--- src/logic/refresh_monitor_pkg.sv ---
package refresh_monitor_pkg;

   // ----------------------------------------------------------------
   // Command codes and register offsets
   // ----------------------------------------------------------------
   localparam logic [7:0] REFRESH_KEEP_ACCUM_CMD_OFS = 8'h1F;
   localparam logic [7:0] RATE_PIN_MONITOR_OFS = 8'h20;

   // ----------------------------------------------------------------
   // Monitor register field positions
   // ----------------------------------------------------------------
   localparam int PIN_LEVEL_BIT = 7;
   localparam int PIN_ROSE_FLAG_BIT = 6;
   localparam int PIN_FELL_FLAG_BIT = 5;
   localparam int RISE_FULL_EN_BIT = 4;
   localparam int RISE_KEEP_EN_BIT = 3;
   localparam int FALL_FULL_EN_BIT = 2;
   localparam int FALL_KEEP_EN_BIT = 1;
   localparam int UNUSED_BIT = 0;

   // ----------------------------------------------------------------
   // Reset values
   // ----------------------------------------------------------------
   localparam logic [3:0] EDGE_EN_RESET = 4'h0;
   localparam logic PIN_FLAG_RESET = 1'b0;
   localparam logic [7:0] READ_DATA_RESET = 8'h00;

   // ----------------------------------------------------------------
   // Timing: results settle time after any refresh
   // ----------------------------------------------------------------
   localparam int CLK_PERIOD_NS = 20;
   localparam int RESULT_SETTLE_NS = 1000000;
   localparam int RESULT_SETTLE_CYCLES = (RESULT_SETTLE_NS + CLK_PERIOD_NS - 1) / CLK_PERIOD_NS;

   // ----------------------------------------------------------------
   // Result widths and carriers
   // ----------------------------------------------------------------
   localparam int ACCUM_W = 56;
   localparam int COUNT_W = 32;
   localparam int VBUS_W = 16;
   localparam int VSENSE_W = 16;

   typedef struct packed {
      logic valid;
      logic [7:0] code;
      logic has_data;
      logic [7:0] data;
   } cmd_t;

   typedef struct packed {
      logic [ACCUM_W-1:0] accum;
      logic [COUNT_W-1:0] count;
      logic [VBUS_W-1:0] vbus;
      logic [VSENSE_W-1:0] vsense;
   } results_t;

endpackage

--- src/logic/refresh_rate_monitor.sv ---
`timescale 1ns/100ps

module refresh_rate_monitor #(
   parameter int SETTLE_CYCLES = refresh_monitor_pkg::RESULT_SETTLE_CYCLES
) (
   input wire logic SYS_CLK,
   input wire logic RESET,
   input wire logic RATE_PIN,
   input wire refresh_monitor_pkg::cmd_t CMD,
   input wire logic FULL_REFRESH,
   input wire logic [7:0] RD_ADDR,
   output logic [7:0] RD_DATA,
   input wire refresh_monitor_pkg::results_t LIVE_RESULTS,
   output refresh_monitor_pkg::results_t HELD_RESULTS,
   output logic RESULTS_VALID,
   output logic SNAPSHOT,
   output logic ACCUM_CLEAR,
   output logic LATCH_CONTROLS
);
   import refresh_monitor_pkg::*;

   // ----------------------------------------------------------------
   // Declarations
   // ----------------------------------------------------------------
   logic sync1_q, sync2_q, prev_q;
   logic rise_ev, fall_ev;
   logic [3:0] edge_en_q, edge_en_d;
   logic rose_q, rose_d, fell_q, fell_d;
   logic keep_cmd, mon_wr;
   logic lim_full, lim_keep, snap_now, clear_now;
   logic [7:0] mon_value, rd_data_d;
   results_t held_q, held_d;
   logic [31:0] settle_q, settle_d;
   logic valid_q, valid_d;
   logic snap_q, clear_q, latch_q;

   // ----------------------------------------------------------------
   // Pin synchronizer and edge detect
   // ----------------------------------------------------------------
   // Two stages before any use, third stage only for edge compare
   always_ff @(posedge SYS_CLK) begin
      if (RESET) begin
         sync1_q <= 1'b0;
         sync2_q <= 1'b0;
         prev_q <= 1'b0;
      end else begin
         sync1_q <= RATE_PIN;
         sync2_q <= sync1_q;
         prev_q <= sync2_q;
      end
   end

   // One-cycle events per synchronized edge
   assign rise_ev = sync2_q & ~prev_q;
   assign fall_ev = ~sync2_q & prev_q;

   // ----------------------------------------------------------------
   // Command decode
   // ----------------------------------------------------------------
   // Keep refresh only as data-less Send Byte; data-bearing form ignored
   assign keep_cmd = CMD.valid & ~CMD.has_data & (CMD.code == REFRESH_KEEP_ACCUM_CMD_OFS);
   assign mon_wr = CMD.valid & CMD.has_data & (CMD.code == RATE_PIN_MONITOR_OFS);

   // ----------------------------------------------------------------
   // Monitor register
   // ----------------------------------------------------------------
   // Enables change only on a host write; flags set wins over clear
   always_comb begin
      edge_en_d = edge_en_q;
      if (mon_wr) begin
         edge_en_d = CMD.data[RISE_FULL_EN_BIT:FALL_KEEP_EN_BIT];
      end
      rose_d = (rose_q & ~FULL_REFRESH) | rise_ev;
      fell_d = (fell_q & ~FULL_REFRESH) | fall_ev;
   end

   always_ff @(posedge SYS_CLK) begin
      if (RESET) begin
         edge_en_q <= EDGE_EN_RESET;
         rose_q <= PIN_FLAG_RESET;
         fell_q <= PIN_FLAG_RESET;
      end else begin
         edge_en_q <= edge_en_d;
         rose_q <= rose_d;
         fell_q <= fell_d;
      end
   end

   // Live view of the register, bit 0 tied low
   always_comb begin
      mon_value = READ_DATA_RESET;
      mon_value[PIN_LEVEL_BIT] = sync2_q;
      mon_value[PIN_ROSE_FLAG_BIT] = rose_q;
      mon_value[PIN_FELL_FLAG_BIT] = fell_q;
      mon_value[RISE_FULL_EN_BIT:FALL_KEEP_EN_BIT] = edge_en_q;
      mon_value[UNUSED_BIT] = 1'b0;
   end

   // ----------------------------------------------------------------
   // Refresh arbitration
   // ----------------------------------------------------------------
   // Edge-triggered limited refreshes, full beats keep on the same edge
   always_comb begin
      lim_full = (rise_ev & edge_en_q[RISE_FULL_EN_BIT-1])
         | (fall_ev & edge_en_q[FALL_FULL_EN_BIT-1]);
      lim_keep = ((rise_ev & edge_en_q[RISE_KEEP_EN_BIT-1])
         | (fall_ev & edge_en_q[FALL_KEEP_EN_BIT-1])) & ~lim_full;
      snap_now = FULL_REFRESH | keep_cmd | lim_full | lim_keep;
      clear_now = FULL_REFRESH | lim_full;
   end

   // ----------------------------------------------------------------
   // Held results and settle timer
   // ----------------------------------------------------------------
   // Capture on any refresh, then hold; valid after the settle time
   always_comb begin
      held_d = held_q;
      settle_d = settle_q;
      valid_d = valid_q;
      if (snap_now) begin
         held_d = LIVE_RESULTS;
         settle_d = 32'(SETTLE_CYCLES);
         valid_d = 1'b0;
      end else if (settle_q != 32'h0000_0000) begin
         settle_d = settle_q - 32'h0000_0001;
         valid_d = (settle_q == 32'h0000_0001);
      end
   end

   always_ff @(posedge SYS_CLK) begin
      if (RESET) begin
         held_q <= '0;
         settle_q <= 32'h0000_0000;
         valid_q <= 1'b0;
      end else begin
         held_q <= held_d;
         settle_q <= settle_d;
         valid_q <= valid_d;
      end
   end

   // ----------------------------------------------------------------
   // Output strobes and read data
   // ----------------------------------------------------------------
   // Control latching only on the full command, never on limited ones
   always_comb begin
      rd_data_d = READ_DATA_RESET;
      if (RD_ADDR == RATE_PIN_MONITOR_OFS) begin
         rd_data_d = mon_value;
      end
   end

   always_ff @(posedge SYS_CLK) begin
      if (RESET) begin
         snap_q <= 1'b0;
         clear_q <= 1'b0;
         latch_q <= 1'b0;
         RD_DATA <= READ_DATA_RESET;
      end else begin
         snap_q <= snap_now;
         clear_q <= clear_now;
         latch_q <= FULL_REFRESH;
         RD_DATA <= rd_data_d;
      end
   end

   assign SNAPSHOT = snap_q;
   assign ACCUM_CLEAR = clear_q;
   assign LATCH_CONTROLS = latch_q;
   assign HELD_RESULTS = held_q;
   assign RESULTS_VALID = valid_q;
endmodule // refresh_rate_monitor

--- config.mk ---
export PLATFORM = sky130hd
export DESIGN_NAME = refresh_rate_monitor
export DESIGN_NICKNAME = d
export VERILOG_FILES = /design/src/logic/refresh_monitor_pkg.sv /design/src/logic/refresh_rate_monitor.sv
export SDC_FILE = /design/constraint.sdc
export NUM_CORES = 1
export LEC_CHECK = 0
export BUFFER_PORTS_ARGS = -buffer_cell sky130_fd_sc_hd__buf_4
export CAP_MARGIN = 20
export CORE_MARGIN = 5
export CORE_UTILIZATION = 44
export CTS_BUF_LIST = sky130_fd_sc_hd__clkbuf_4 sky130_fd_sc_hd__clkbuf_8
export CTS_CLUSTER_SIZE = 12
export DETAILED_ROUTE_END_ITERATION = 6
export PLACE_DENSITY = 0.77
export SYNTH_ARGS = -nofsm -noshare
export SYNTH_HDL_FRONTEND = slang
export SYNTH_SLANG_ARGS = --single-unit
export TNS_END_PERCENT = 20
--- constraint.sdc ---
create_clock -name SYS_CLK -period 2.2 [get_ports SYS_CLK]
set_input_delay 0 -clock SYS_CLK [delete_from_list [all_inputs] [get_ports SYS_CLK]]
set_output_delay 0 -clock SYS_CLK [all_outputs]
set_load 0.1 [all_outputs]
Yosys cells after proc, flatten, opt, wreduce, memory -nomap -nowiden
Index checks and enable logic that the tools add are counted.
- input port bits: 150
- output and inout bits: 132
- register bits after elaboration: 173
- logic and storage cells: 56
- add/subtract/negate cells: 1
- multiplexer cells: 2
- bitwise logic cells: 27
- eq/ne operators: 4
- reduce and logical (&&, ||, !) cells: 4
- operators with widths (kind ; number):
    == test 32 x 1 -> 1 bit, second input constant ; 1
    2-to-1 mux 16 bit ; 2
    nonzero test 32 bit ; 1
    subtractor 32 x 1 -> 32 bit, second input constant ; 1
    == test 8 x 6 -> 1 bit, second input constant ; 2
    AND 1 bit ; 13
    == test 8 x 5 -> 1 bit, second input constant ; 1
    OR 1 bit ; 8
    NOT 1 bit ; 6
    OR reduction 2 bit ; 2
    nonzero test 2 bit ; 1

Depth between registers and ports, before layout
- depth in word-level cells: 8
- mapped depth: 8
- gate-level depth less buffers: 7

Least setup slack after synthesis
No wires, ideal clock.
- path type: reg2reg
- from: register settle_q[9]
- to: register settle_q[10]
- clock period less this slack: 2.110 ns
- buffers on the path: 1
- stages on the path, launching flop included: 7
- data required time: 2.085 ns
- arrival time: 1.995 ns
- path slack: 0.090 ns
- library setup time: 0.115 ns
- cells stage by stage: dfxtp_1 > or4_4 > or4_4 > o41ai_4 > buf_4 > nor4_1 > o21a_1
- word-level cells in the longest chain between the ends: 1
- elaborated cells on any way between the ends: 2
- those cells by class: 1 x add/sub; 1 x reduce/logical
- RTL lines (what ; RTL line ; text):
    start, declared ; refresh_rate_monitor.sv:33 ; logic [31:0] settle_q, settle_d;
    start signal, assigned ; refresh_rate_monitor.sv:137 ; settle_q <= settle_d;
    subtractor 32 x 1 -> 32 bit or nonzero test 32 bit (tied branches) ; refresh_rate_monitor.sv:125, refresh_rate_monitor.sv:124 ;
Several ways; a longest one is shown, not always the timed one.
A chain may end at the register's enable or synchronous reset.

Worst setup path in the final report
- from: register settle_q[13]
- to: register settle_q[17]
Same word-level chain as after synthesis.

==> results.cfg <==
[power]
p_per_area_nw_per_um2 = 723
pwr-share-comb_pct = 27.8
clkPwrFrac_pct = 28.5
ir_drop_v = 0.000612
p_int_mw = 4.90
leakage_nw = 4.72
p_sw_share_pct = 36.3
netSwitchingPower_mw = 2.79
power.share.sequential_pct = 43.8
total_power_mw = 7.69

[die]
die_h_microns = 132
dieWidth_microns = 132
ios = 282
core_sq_um = 14500
die_area_sq_um = 17300
initial_core_util_pct = 44.8
std_cell_rows = 44

[drt]
totalWireLength_microns = 24400
first_pass_iters = 5
wl_per_cell_microns = 17.6
drtAntennaViolNets = 0
drt-vias-per-instance = 5.30
drtIter0Drc = 555
num_vias = 7357
drc = 0

[cts]
numCtsBuffers = 17
clock_latency_ns = 0.47
h-tree-depth = 4
cts_tree = done
clock_sinks = 172
clk_pin_slew_worst_paths_ns = 0.09
clockBufferDepth = 2
root_buffer = clkbuf_8

[finish]
final_layout_size_suffix_gt1_share_pct = 30.8
synthToLayoutAreaGrowth_pct = 63.4
post-route-util_pct = 73.1
fillers = 989
stdcell_count = 1388
nNetsFinal = 1342

[setup_path]
critical_path_required_ns = 2.60
slowest_stage = or4_4
setup.worst_path.start_class = register
worstPathArrival_ns = 2.63
path_max_fanout = 6
max_stage_delay_ns = 0.57
path_class = register to register
cp-end-kind = register
crit_path_cell_trace = or4_4 -> nor4_4 -> buf_4 -> nand3_4 -> or4_2 -> a21oi_1
ff2ff_path_depth = 6

[run_status]
violations = negative setup slack
outcome = finished with violations

[hold_path]
min_path_cells = 3
holdCritPathClass = input pin to register

[global_route]
overflow = 0
antenna_found_initial = 1
grt_pass1_wl_microns = 37800
track_usage_pct = 26.5
first_global_vias = 7375
grt_max_degree = 140

[place]
place.port_buffers = 276
gp_congestion = 0.826
place_hpwl_microns = 14300
dpl.cell_count = 1222

[sta]
hold_viol = 0
slew_headroom_pct = 55.2
worst_pin_slew_ns = 0.672
rsz0062_at_grt = yes
drv_slew = 0
post-route-period-util_pct = 102
final.setup.worst_slack_ns = -0.0385
fmax_mhz = 447
skew_ns = 0.0185
min_period_ns = 2.24
setup_viol = 2

[synthesis]
async_flop_share_pct = 0
synth_seq_cells = 172
synth_nets = 941
ys_warn_count = 0
ys_seq_area_share_pct = 52.9
postSynthCellCount = 789
yosysUniqueCellTypes = 50
synth_edf_count = 0
synth_top_area_share_pct = 52.9
syn_area_per_cell_sq_um = 8.25
netlist_area_sq_um = 6510
ys.flop_type = dfxtp_1
synth_area_leader_cell = dfxtp_1
synth_area_leaders = dfxtp_1, nand2_1, a21oi_1, clkbuf_1, o31ai_1

[job]
drv_cap = 0
==> timing repair <==
action / in CTS / in global routing
gates resized for setup: 0 / 20
setup endpoints to repair: 0 / 26
hold endpoints to repair: 136 / 0
buffers inserted: 0 / 5
hold buffers: 128 / 0
==> worst max-delay path, delay by kind of cell (launching register included) <==
family / cells / cell delay, ns
buffers and inverters: 1 / 0.18
DFF: 1 / 0.34
AOI/OAI and AO/OA: 1 / 0.14
and+or+nand+nor: 4 / 1.51
==> Yosys cell counts (all sizes together) (3+ instances only) <==
cell and count:
nand2 250, dfxtp 172, a21oi 143, clkbuf 42, or4 21, nor2 18
o31ai 17, or3 12, buf 11, and2 9, nor4 9, or2 8
nand3 7, o21ai 7, mux2i 6, nor3 6, a31oi 5, and3 5
nor2b 5, nand2b 4, o21a 4, o41ai 4, inv 3
==> cells in the final DEF (no fill, tap or decap), drive strengths merged, types with 8 or more instances in the layout <==
master	count
a21oi	143
and2	9
buf	307
clkbuf	18
dfxtp	172
dlygate4sd3	128
nand2	250
nor2	18
nor4	9
o31ai	17
or2	8
or3	12
or4	21
==> path summary, 6_finish.rpt <==
path	from	to	slack [ns]
hold / removal	RESET	edge_en_q[1]	0.08
setup / recovery	settle_q[13]	settle_q[17]	-0.04
setup reg to reg	settle_q[13]	settle_q[17]	-0.04
hold reg to reg	sync1_q	sync2_q	0.45
==> routing by layer <==
layer  up-vias  wire length (microns)  part of all wire [%]  track usage [%]
met4         0                   1520                   6.2             16.9
met2       358                  11900                    49             44.6
li1       3493                      -                     -                -
met1      3394                   8990                    37             28.7
met5         -                      0                     0                0
met3       112                   1960                   8.0             8.75
==> flip-flops by register name (all words and copies together) (netlist names) <==
register,count
settle_q,32
rose_q,1
sync2_q,1
LATCH_CONTROLS,1
prev_q,1
sync1_q,1
RD_DATA,7
HELD_RESULTS,120
RESULTS_VALID,1
fell_q,1
ACCUM_CLEAR,1
SNAPSHOT,1
edge_en_q,4
==> kinds of logic after synthesis <==
group	after synthesis	synth area share, %
AOI/OAI and AO/OA	188	16.3
muxes	6	0.923
adders and majority gates	2	0.384
other	1	0.0576
buffers and inverters	56	3.54
DFF	172	52.9
and+or+nand+nor	364	25.9
==> power groups by stage <==
stage          clock network (mW)  registers [mW]  logic, mW
2_1_floorplan                   0            4.31      0.436
3_3_place_gp                    0            3.42       1.87
3_5_place_dp                    0            3.42       1.88
4_1_cts                      2.21            3.35       2.07
5_1_grt                      2.34            3.38       2.23
6_report                     2.19            3.36       2.14
==> layout make-up <==
class,instances,area [sq um],share of cell area (%)
Clock buffer,18,248,2.33
Sequential cell,172,3450,32.4
Clock inverter,14,135,1.27
Multi-Input combinational cell,561,2910,27.4
Inverter,3,11.3,0.106
Antenna cell,1,2.50,0.0235
Tap cell,184,230,2.17
Timing Repair Buffer,435,3640,34.3
==> through the flow <==
stage	setup WS [ns]	instance area [sq um]	hold slack [ns]	setup TNS (ns)
floorplan	0.0904	6510	0.128	0
global placement	0.0698	8850	0.228	0
detailed placement	0.0298	8850	0.240	0
CTS	0.00530	10500	0.0553	0
global route	-0.112	10600	0.0944	-0.650
finish	-0.0385	10600	0.0766	-0.0435
(Power assumes the default switching activity.)
